<file path="src/inc/qbp_map.vh">
`ifndef QBP_MAP_VH
`define QBP_MAP_VH
// ----------------------------------------
// register offsets
// ----------------------------------------
`define QBP_OFF_PORT0 5'h00
`define QBP_OFF_PORT1 5'h01
`define QBP_OFF_P2DIR 5'h02
`define QBP_OFF_PORT2 5'h03
`define QBP_OFF_PORT3 5'h04
`define QBP_OFF_SYNC 5'h0B
`define QBP_OFF_ANALOG 5'h0C
`define QBP_OFF_IRQEN 5'h0F
`define QBP_OFF_SBSTS 5'h15
// ----------------------------------------
// reset values
// ----------------------------------------
`define QBP_RST_PORT0 8'hFF
`define QBP_RST_PORT1 8'h7F
`define QBP_RST_P1PIN 7'h7F
`define QBP_RST_P2DIR 8'hFF
`define QBP_RST_PORT2 8'hFF
`define QBP_RST_PORT3 2'h3
`define QBP_RST_SYNC 8'hFF
`define QBP_RST_ANALOG 8'hFF
`define QBP_RST_IRQEN 8'h00
`define QBP_RST_SBSTS 8'h0F
// ----------------------------------------
// field positions
// ----------------------------------------
`define QBP_SYNC_VSEL 0
`define QBP_SYNC_HSEL 1
`define QBP_SYNC_HALF 6
`define QBP_AN_CONV0 6
`define QBP_AN_CONV1 7
`define QBP_IRQ_EXT 1
`define QBP_SB_SEL 3
`define QBP_ZERO8 8'h00
`endif

</file>
<file path="src/design/qbp_p2_pin.v">
`timescale 1ns/1ps
// ----------------------------------------
// push-pull port-2 pin cell
// ----------------------------------------
module qbp_p2_pin (
  dir_in,
  latch,
  pin_in,
  pin_out,
  pin_oe,
  pull_up,
  rd_val
);
  input wire dir_in;
  input wire latch;
  input wire pin_in;
  output wire pin_out;
  output wire pin_oe;
  output wire pull_up;
  output wire rd_val;
  assign pin_out = latch;
  assign pin_oe = ~dir_in;
  assign pull_up = dir_in;
  assign rd_val = dir_in ? pin_in : latch;
endmodule

</file>
<file path="src/design/qbp_ports.v">
// Design decision made here: the strobed register port.
`timescale 1ns/1ps
`include "qbp_map.vh"
module qbp_ports (
  clk,
  reset,
  addr,
  wdata,
  wr,
  rd,
  rdata,
  p0_in,
  p0_out,
  p0_oe,
  p0_pull,
  p1_in,
  p1_out,
  p1_oe,
  p1_pull,
  p2_in,
  p2_out,
  p2_oe,
  p2_pull,
  p3_in,
  p3_out,
  p3_oe,
  pwm_in,
  vsync_in,
  hsync_in,
  half_out_in,
  half_in_out,
  sda_drive_low,
  scl_drive_low,
  sda_level,
  scl_level,
  conv_pin,
  conv_enable,
  ext_irq_src
);
  // register bus
  input wire clk;
  input wire reset;
  input wire [4:0] addr;
  input wire [7:0] wdata;
  input wire wr;
  input wire rd;
  output reg [7:0] rdata;

  // port 0 pins
  input wire [7:0] p0_in;
  output reg [7:0] p0_out;
  output reg [7:0] p0_oe;
  output reg [7:0] p0_pull;

  // port 1 pins, pin 6 is input only
  input wire [6:0] p1_in;
  output reg [5:0] p1_out;
  output reg [5:0] p1_oe;
  output reg [6:0] p1_pull;

  // port 2 pins, push-pull with direction
  input wire [7:0] p2_in;
  output reg [7:0] p2_out;
  output reg [7:0] p2_oe;
  output reg [7:0] p2_pull;

  // port 3 pins, open drain
  input wire [1:0] p3_in;
  output reg [1:0] p3_out;
  output reg [1:0] p3_oe;

  // alternate-function units
  input wire [5:0] pwm_in;
  input wire vsync_in;
  input wire hsync_in;
  input wire half_out_in;
  output reg half_in_out;
  input wire sda_drive_low;
  input wire scl_drive_low;
  output reg sda_level;
  output reg scl_level;
  output reg [1:0] conv_pin;
  output reg conv_enable;
  output reg ext_irq_src;

  // ----------------------------------------
  // registers
  // ----------------------------------------
  reg [7:0] port0_q;
  // ports 1 and 3 keep only the bits that have pins; port 1 bit 6 drives nothing
  reg [6:0] port1_q;
  reg [7:0] p2dir_q;
  reg [7:0] port2_q;
  reg [1:0] port3_q;
  reg [7:0] sync_q;
  reg [7:0] analog_q;
  reg [7:0] irqen_q;
  reg [7:0] sbsts_q;

  function hit;
    input [4:0] a;
    input [4:0] off;
    begin
      hit = (a == off);
    end
  endfunction

  always @(posedge clk or posedge reset) begin
    if (reset) begin
      port0_q <= `QBP_RST_PORT0;
      port1_q <= `QBP_RST_P1PIN;
      p2dir_q <= `QBP_RST_P2DIR;
      port2_q <= `QBP_RST_PORT2;
      port3_q <= `QBP_RST_PORT3;
      analog_q <= `QBP_RST_ANALOG;
      sync_q <= `QBP_RST_SYNC;
      irqen_q <= `QBP_RST_IRQEN;
      sbsts_q <= `QBP_RST_SBSTS;
    end else if (wr) begin
      // latches written regardless of pin owner
      if (hit(addr, `QBP_OFF_PORT0)) port0_q <= wdata;
      if (hit(addr, `QBP_OFF_PORT1)) port1_q <= wdata[6:0];
      if (hit(addr, `QBP_OFF_P2DIR)) p2dir_q <= wdata;
      if (hit(addr, `QBP_OFF_PORT2)) port2_q <= wdata;
      if (hit(addr, `QBP_OFF_PORT3)) port3_q <= wdata[1:0];
      if (hit(addr, `QBP_OFF_SYNC)) sync_q <= wdata;
      if (hit(addr, `QBP_OFF_ANALOG)) analog_q <= wdata;
      if (hit(addr, `QBP_OFF_IRQEN)) irqen_q <= wdata;
      if (hit(addr, `QBP_OFF_SBSTS)) sbsts_q <= wdata;
    end
  end

  // ----------------------------------------
  // pin selection
  // ----------------------------------------
  wire vsync_out_sel_n = sync_q[`QBP_SYNC_VSEL];
  wire hsync_out_sel_n = sync_q[`QBP_SYNC_HSEL];
  wire half_freq_sel_n = sync_q[`QBP_SYNC_HALF];
  // either analog bit hands over both pins: the converters share one start
  wire conv_sel = ~analog_q[`QBP_AN_CONV0] | ~analog_q[`QBP_AN_CONV1];
  wire serial_bus_pin_sel_n = sbsts_q[`QBP_SB_SEL];
  wire ext_irq_enable = irqen_q[`QBP_IRQ_EXT];

  wire [7:0] p0_alt_sel;
  wire [7:0] p0_alt_val;
  wire [7:0] p0_oe_d;
  wire [7:0] p0_pull_d;
  wire [7:0] p0_out_d;
  assign p0_alt_sel[5:0] = ~analog_q[5:0];
  assign p0_alt_val[5:0] = pwm_in;
  assign p0_alt_sel[6] = ~vsync_out_sel_n;
  assign p0_alt_sel[7] = ~hsync_out_sel_n;
  assign p0_alt_val[6] = vsync_in;
  assign p0_alt_val[7] = hsync_in;

  // ----------------------------------------
  // port 0 cells
  // ----------------------------------------
  genvar i;
  generate
    for (i = 0; i < 8; i = i + 1) begin : g_p0
      qbp_quasi_pin u_pin (
        .latch(port0_q[i]),
        .alt_sel(p0_alt_sel[i]),
        .alt_val(p0_alt_val[i]),
        .pin_in(p0_in[i]),
        .pin_out(p0_out_d[i]),
        .pin_oe(p0_oe_d[i]),
        .pull_up(p0_pull_d[i])
      );
    end
  endgenerate

  // ----------------------------------------
  // port 1 cells
  // ----------------------------------------
  wire [5:0] p1_alt_sel;
  wire [5:0] p1_alt_val;
  wire [5:0] p1_oe_d;
  wire [5:0] p1_pull_d;
  wire [5:0] p1_out_d;
  assign p1_alt_sel[1:0] = {2{conv_sel}};
  assign p1_alt_val[1:0] = 2'h3;
  assign p1_alt_sel[2] = ~half_freq_sel_n;
  assign p1_alt_val[2] = half_out_in;
  assign p1_alt_sel[3] = ~half_freq_sel_n;
  assign p1_alt_val[3] = 1'b1;
  assign p1_alt_sel[5:4] = 2'h0;
  assign p1_alt_val[5:4] = 2'h0;

  generate
    for (i = 0; i < 6; i = i + 1) begin : g_p1
      qbp_quasi_pin u_pin (
        .latch(port1_q[i]),
        .alt_sel(p1_alt_sel[i]),
        .alt_val(p1_alt_val[i]),
        .pin_in(p1_in[i]),
        .pin_out(p1_out_d[i]),
        .pin_oe(p1_oe_d[i]),
        .pull_up(p1_pull_d[i])
      );
    end
  endgenerate

  // ----------------------------------------
  // port 2 cells
  // ----------------------------------------
  wire [7:0] p2_oe_d;
  wire [7:0] p2_pull_d;
  wire [7:0] p2_out_d;
  wire [7:0] p2_rd;
  generate
    for (i = 0; i < 8; i = i + 1) begin : g_p2
      qbp_p2_pin u_pin (
        .dir_in(p2dir_q[i]),
        .latch(port2_q[i]),
        .pin_in(p2_in[i]),
        .pin_out(p2_out_d[i]),
        .pin_oe(p2_oe_d[i]),
        .pull_up(p2_pull_d[i]),
        .rd_val(p2_rd[i])
      );
    end
  endgenerate

  // ----------------------------------------
  // port 3
  // ----------------------------------------
  // the serial unit only pulls low; the board resistor gives the high
  // open-drain port3
  wire [1:0] p3_low;
  assign p3_low = serial_bus_pin_sel_n ? ~port3_q :
    {scl_drive_low, sda_drive_low};

  // ----------------------------------------
  // registered outputs
  // ----------------------------------------
  always @(posedge clk or posedge reset) begin
    if (reset) begin
      p0_out <= `QBP_ZERO8;
      p0_oe <= `QBP_ZERO8;
      p0_pull <= `QBP_RST_PORT0;
      p1_out <= 6'h00;
      p1_oe <= 6'h00;
      p1_pull <= `QBP_RST_P1PIN;
      p2_out <= `QBP_RST_PORT2;
      p2_oe <= `QBP_ZERO8;
      p2_pull <= `QBP_RST_P2DIR;
      p3_out <= 2'h0;
      p3_oe <= 2'h0;
      half_in_out <= 1'b0;
      sda_level <= 1'b1;
      scl_level <= 1'b1;
      conv_pin <= 2'h0;
      conv_enable <= 1'b0;
      ext_irq_src <= 1'b0;
    end else begin
      // one flop on every pin output keeps decode glitches off the board
      p0_out <= p0_out_d;
      p0_oe <= p0_oe_d;
      p0_pull <= p0_pull_d;
      p1_out <= p1_out_d;
      p1_oe <= p1_oe_d;
      // input-only pin keeps a pull-up, never drives
      p1_pull <= {1'b1, p1_pull_d};
      p2_out <= p2_out_d;
      p2_oe <= p2_oe_d;
      p2_pull <= p2_pull_d;
      p3_out <= 2'h0;
      p3_oe <= p3_low;
      half_in_out <= half_freq_sel_n ? 1'b0 : p1_in[3];
      sda_level <= p3_in[0];
      scl_level <= p3_in[1];
      conv_enable <= conv_sel;
      conv_pin <= conv_sel ? p1_in[1:0] : 2'h0;
      // only the level goes out; edge detection sits in the interrupt unit
      // external interrupt source gated
      ext_irq_src <= ext_irq_enable & p1_in[6];
    end
  end

  // ----------------------------------------
  // read port
  // ----------------------------------------
  // ports 0, 1 and 3 read live pins; write-only registers read zero
  reg [7:0] rdata_d;

  always @* begin
    rdata_d = `QBP_ZERO8;
    if (rd) begin
      case (addr)
        `QBP_OFF_PORT0: rdata_d = p0_in;
        `QBP_OFF_PORT1: rdata_d = {1'b0, p1_in};
        `QBP_OFF_PORT2: rdata_d = p2_rd;
        `QBP_OFF_PORT3: rdata_d = {6'h00, p3_in};
        `QBP_OFF_SBSTS: rdata_d = sbsts_q;
        default: rdata_d = `QBP_ZERO8;
      endcase
    end
  end

  // rdata stands for one cycle only, so an idle bus reads zero
  always @(posedge clk or posedge reset) begin
    if (reset) begin
      rdata <= `QBP_ZERO8;
    end else begin
      rdata <= rdata_d;
    end
  end
endmodule

</file>
<file path="src/design/qbp_quasi_pin.v">
`timescale 1ns/1ps
// ----------------------------------------
// quasi-bidirectional / open-drain pin cell
// ----------------------------------------
module qbp_quasi_pin (
  latch,
  alt_sel,
  alt_val,
  pin_in,
  pin_out,
  pin_oe,
  pull_up
);
  input wire latch;
  input wire alt_sel;
  input wire alt_val;
  input wire pin_in;
  output wire pin_out;
  output wire pin_oe;
  output wire pull_up;
  wire level;
  // latch is kept but ignored while the alternate function owns the pin
  assign level = alt_sel ? alt_val : latch;
  // a one is only a weak pull-up, so the far side may pull the pin low
  assign pin_out = 1'b0;
  assign pin_oe = ~level;
  assign pull_up = level;
endmodule

</file>
<file path="config.mk">
export PLATFORM = sky130hd
export DESIGN_NAME = qbp_ports
export DESIGN_NICKNAME = d
export VERILOG_FILES = /design/src/design/qbp_p2_pin.v /design/src/design/qbp_ports.v /design/src/design/qbp_quasi_pin.v
export VERILOG_INCLUDE_DIRS = /design/src /design/src/inc
export SDC_FILE = /design/constraint.sdc
export NUM_CORES = 1
export LEC_CHECK = 0
export BUFFER_PORTS_ARGS = -buffer_cell sky130_fd_sc_hd__buf_4
export CAP_MARGIN = 0
export CORE_UTILIZATION = 53
export CTS_CLUSTER_SIZE = 10
export DETAILED_ROUTE_END_ITERATION = 6
export GPL_ROUTABILITY_DRIVEN = 0
export PLACE_DENSITY = 0.8
export SYNTH_ARGS = -nofsm -noshare
export SYNTH_HDL_FRONTEND = slang
export SYNTH_HIERARCHICAL = 1
export SYNTH_SLANG_ARGS = --single-unit
</file>
<file path="constraint.sdc">
create_clock -name clk -period 6.5 [get_ports clk]
set_input_delay 1.95 -clock clk [delete_from_list [all_inputs] [get_ports clk]]
set_output_delay 1.95 -clock clk [all_outputs]
set_load 0.01 [all_outputs]
</file>
### Word-level counts from Yosys, hierarchy flattened

Index checks and enable logic that the tools add are counted.

| storage, ports and cells | value |
|---|---|
| flip-flop bits (word level) | 126 |
| output and inout port bits | 86 |

| cells by class | value |
|---|---|
| eq/ne operators | 8 |
| mux-type cells | 25 |
| bitwise gates (word level) | 28 |
| reductions and logical operators | 10 |

Operators with widths:

| cell | number |
|---|---|
| $pmux 8 s5 | 1 |
| $not 1->1 | 24 |
| $mux 1 | 21 |
| $reduce_and 2->1 | 9 |
| $eq 5x4->1 const B | 3 |
| $eq 5x2->1 const B | 2 |
| $mux 8 | 1 |
| $not 6->6 | 1 |
| $eq 5x1->1 const B | 1 |
| $eq 5x3->1 const B | 1 |
| $eq 5x5->1 const B | 1 |
| $logic_not 5->1 | 1 |
| $mux 2 | 2 |
| $not 2->2 | 1 |
| $and 1x1->1 | 1 |
| $or 1x1->1 | 1 |

### Longest topological paths before layout

| depth | value |
|---|---|
| word-level depth | 4 |
| mapped depth | 6 |
| mapped depth without buffers | 4 |

### Hierarchy

The synthesis kept the hierarchy.

Modules (own cells, without submodules):

| module | instances | cells each | area an instance (um^2) | seq. area each (um^2) |
|---|---|---|---|---|
| qbp_ports | 1 | 282 | 4747.1 | 3477.1 |
| qbp_quasi_pin | 14 | 4 | 36.3 | 0.0 |
| qbp_p2_pin | 8 | 4 | 33.8 | 0.0 |

### Least setup slack after synthesis

OpenSTA, ideal clock, no wires.

| path | value |
|---|---|
| kind | input-to-reg |
| start point | in addr[0] |
| end point | reg sbsts_q[4] |
| data arrival time | 3102 ps |
| setup slack | 3270 ps |
| stages on the path | 6 |
| path buffers | 3 |
| cells stage by stage | buf_2 nor4bb_1 buf_2 and3_1 buf_4 mux2_1 |

| on the way | value |
|---|---|
| word-level cells in the longest chain between the ends | 2 |

Ends and longest elaborated chain:

| what | RTL line | text |
|---|---|---|
| start, declared | qbp_ports.v:43 | `input wire [4:0] addr;` |
| $eq 5x5->1 | qbp_ports.v:104 | `hit = (a == off);` |
| $reduce_and 2->1 (no line) | - |  |
| end signal, assigned | qbp_ports.v:118 | `` sbsts_q <= `QBP_RST_SBSTS; `` |
| end signal, assigned | qbp_ports.v:129 | `` if (hit(addr, `QBP_OFF_SBSTS)) sbsts_q <= wdata; `` |
| end, declared | qbp_ports.v:98 | `reg [7:0] sbsts_q;` |

Every way passes these cells.
A chain may end at the register's enable or synchronous reset.

### Worst setup path after layout

| path | value |
|---|---|
| start point | in addr[1] |
| end point | reg sbsts_q[7] |

Same word-level chain as after synthesis.

==> metrics.txt <==
status finished clean; most common cell after layout, fill and taps aside buf_4; average cell area after synthesis around 15 um^2; Worst Max-Slew Pin Slew 0.802 ns; Flop pwr share ~45%; Comb power frac 15.4%; setup ws final approximately 3.2 ns; Netlist cell types 39; wire per inst roughly 17 um; I/O pin cnt between 100 and 150; Final Hold Fails 0; GRT Overall Usage a little over a fifth; prevailing post-synth register cell dfstp_2; total power between 2 and 2.5 mW; CTS sink cnt around 140; final worst path period need 3.35 ns; Clk network pwr share 39.2%; Register-to-Register Path Depth 4; Worst path slowest cell nor4bb_2; Num CTS Buffers 17; total wire length around 11000 um; DP Worst Slack between 2 and 3 ns; post-synthesis instance area roughly 0.0055 mm^2; Setup Fix Bufs, Post-CTS 0; CTS max path bufs 2; Pint around 1.9 mW; Async SR Flop Fraction 100%; First DRT Iteration DRCs 73; die height 104 um; count of buffers from port buffering between 100 and 150; Hold Crit Class reg2reg; # fillers around 700; clock slew at reported path FFs around 0.06 ns; EDFF count, synth 0; Psw roughly 0.59 mW; # H-tree levels 4; crit path max fanout 21; most frequent cells in the layout 136 x buf_4, 79 x dfstp_2, 56 x dfrtp_1; Crit Path Category in2reg; core area about 0.01 mm^2; final cycle utilization of the critical path around half; Row Count 36; Fmax achieved 299 MHz; final hold slack about 0.37 ns; share of cells above drive strength 1 a little under two thirds; DRT Pass-1 Iters 4; # DRC 0; initial antenna violation count 0; initial core utilization 55.5%; remaining antenna violation count 0; Slowest Stage Delay on Critical Path a little over 0.7 ns; first-pass GRT wire length 17400 um; Hold Path Depth 0; Multi-input gate area around 0.0017 mm^2; Cells after Synth 370; flops & latches, synth 135; Worst Skew about 0.0091 ns; post-cts hold buffer count 0; CP Data Arrival Time between 3 and 4 ns; via count roughly 3100; Via density approximately 4.9; largest net degree at the start of global routing 95; ant diodes 0; area delta synth->final 27.9%; global route overflow 0; vias in the first global route 3373; Final HPWL DP ~7700 um; CTS tree built; hold wc startpoint port2_q[2]; Critical Path RT 6.89 ns; Resized Gates After CTS 0; slew margin rel. roughly 47%; die area 0.0108 mm^2; Clock Root Buffer clkbuf_8; RSZ-0062 raised after global routing no; max cap viols 0; crit path launch type input pin; # setup viols final 0; Worst VDD drop roughly 0.00019 V; RR Endpoint rdata[3]; Pins Over Slew Limit 0; worst r2r src p2dir_q[3]; PD cells between 300 and 400 mW/mm^2; sw frac about a quarter; crit-path cells buf_4 > nor4bb_2 > and3_1 > mux2_1; Seq/Total Area, Yosys 62.9%; Pleak 3.34 nW; register area 0.00348 mm^2; Hold EP p2_out[2]; R2R setup slack 4.94 ns; CP Capture Type flip-flop; nets 549; Die Width 104 um; clock latency on the worst-skew pair about 0.52 ns; Synth Warn # 6; Setup TNS 0 ns
-- logic make-up after synthesis --
kind of cell           count (synthesis)  synth area share (%)
AND/OR/NAND/NOR                       35                  5.03
flip-flops                           135                  62.9
other                                 16                  1.09
buffers and inverters                 66                  7.16
AO/OA/AOI/OAI                         19                  2.54
multiplexers                          99                  21.3
-- worst max-delay path, delay by kind of cell --
| family | cells | cell delay [ns] |
|---|---|---|
| buf+inv | 1 | 0.20 |
| mux | 1 | 0.37 |
| simple gates | 2 | 1.20 |
-- worst max path at each step --
stage               startpoint          end  slack, ns  depth (start not counted)
floorplan                reset  conv_enable       1.07                          1
global placement       addr[1]   sbsts_q[7]       2.76                          4
detailed placement     addr[1]   sbsts_q[7]       2.65                          4
CTS                    addr[1]   sbsts_q[7]       3.18                          4
global route           addr[1]   sbsts_q[7]       3.03                          4
finish                 addr[1]   sbsts_q[7]       3.15                          4
-- synthesized netlist by cell type, types with 3 or more instances --
library cell	count	area (um^2)
and2_1	3	18.8
buf_4	35	263
conb_1	16	60.1
mux2i_1	18	180
nand2_1	3	11.3
dfstp_2	79	2080
mux2_1	16	180
inv_1	22	82.6
mux2_2	43	484
nand3_1	8	40.0
a32oi_1	3	26.3
buf_2	7	35.0
a21oi_1	8	40.0
dfrtp_1	56	1400
mux2_4	22	330
-- power groups by stage --
stage	logic [mW]	clock network [mW]	registers [mW]
5_1_grt	0.403	1.01	1.13
3_5_place_dp	0.377	0	1.12
4_1_cts	0.380	0.978	1.11
3_3_place_gp	0.367	0	1.12
2_1_floorplan	0.208	0	1.14
6_report	0.375	0.959	1.11
-- layer usage --
metal	part of all wire (%)	global-route usage, %
met5	0	0
met4	2.2	9.39
met3	6.6	7.52
met2	50	35.2
met1	41	25.9
-- through the flow --
step	cell area (um^2)	cells	util, %
4_1_cts	7070	642	71.0
3_3_place_gp	6470	610	65.0
5_1_grt	7070	642	71.0
3_5_place_dp	6470	610	65.0
6_report	7070	642	71.0
2_1_floorplan	5580	385	-
-- cell type report --
class | instances | share of cell area, %
multi-input combinational | 184 | 24.3
inverter | 22 | 1.24
clock inverter | 14 | 2.46
tap | 133 | 2.35
sequential | 135 | 49.2
clock buffer | 18 | 6.05
timing repair buffer | 136 | 14.4
(Power assumes the default switching activity.)
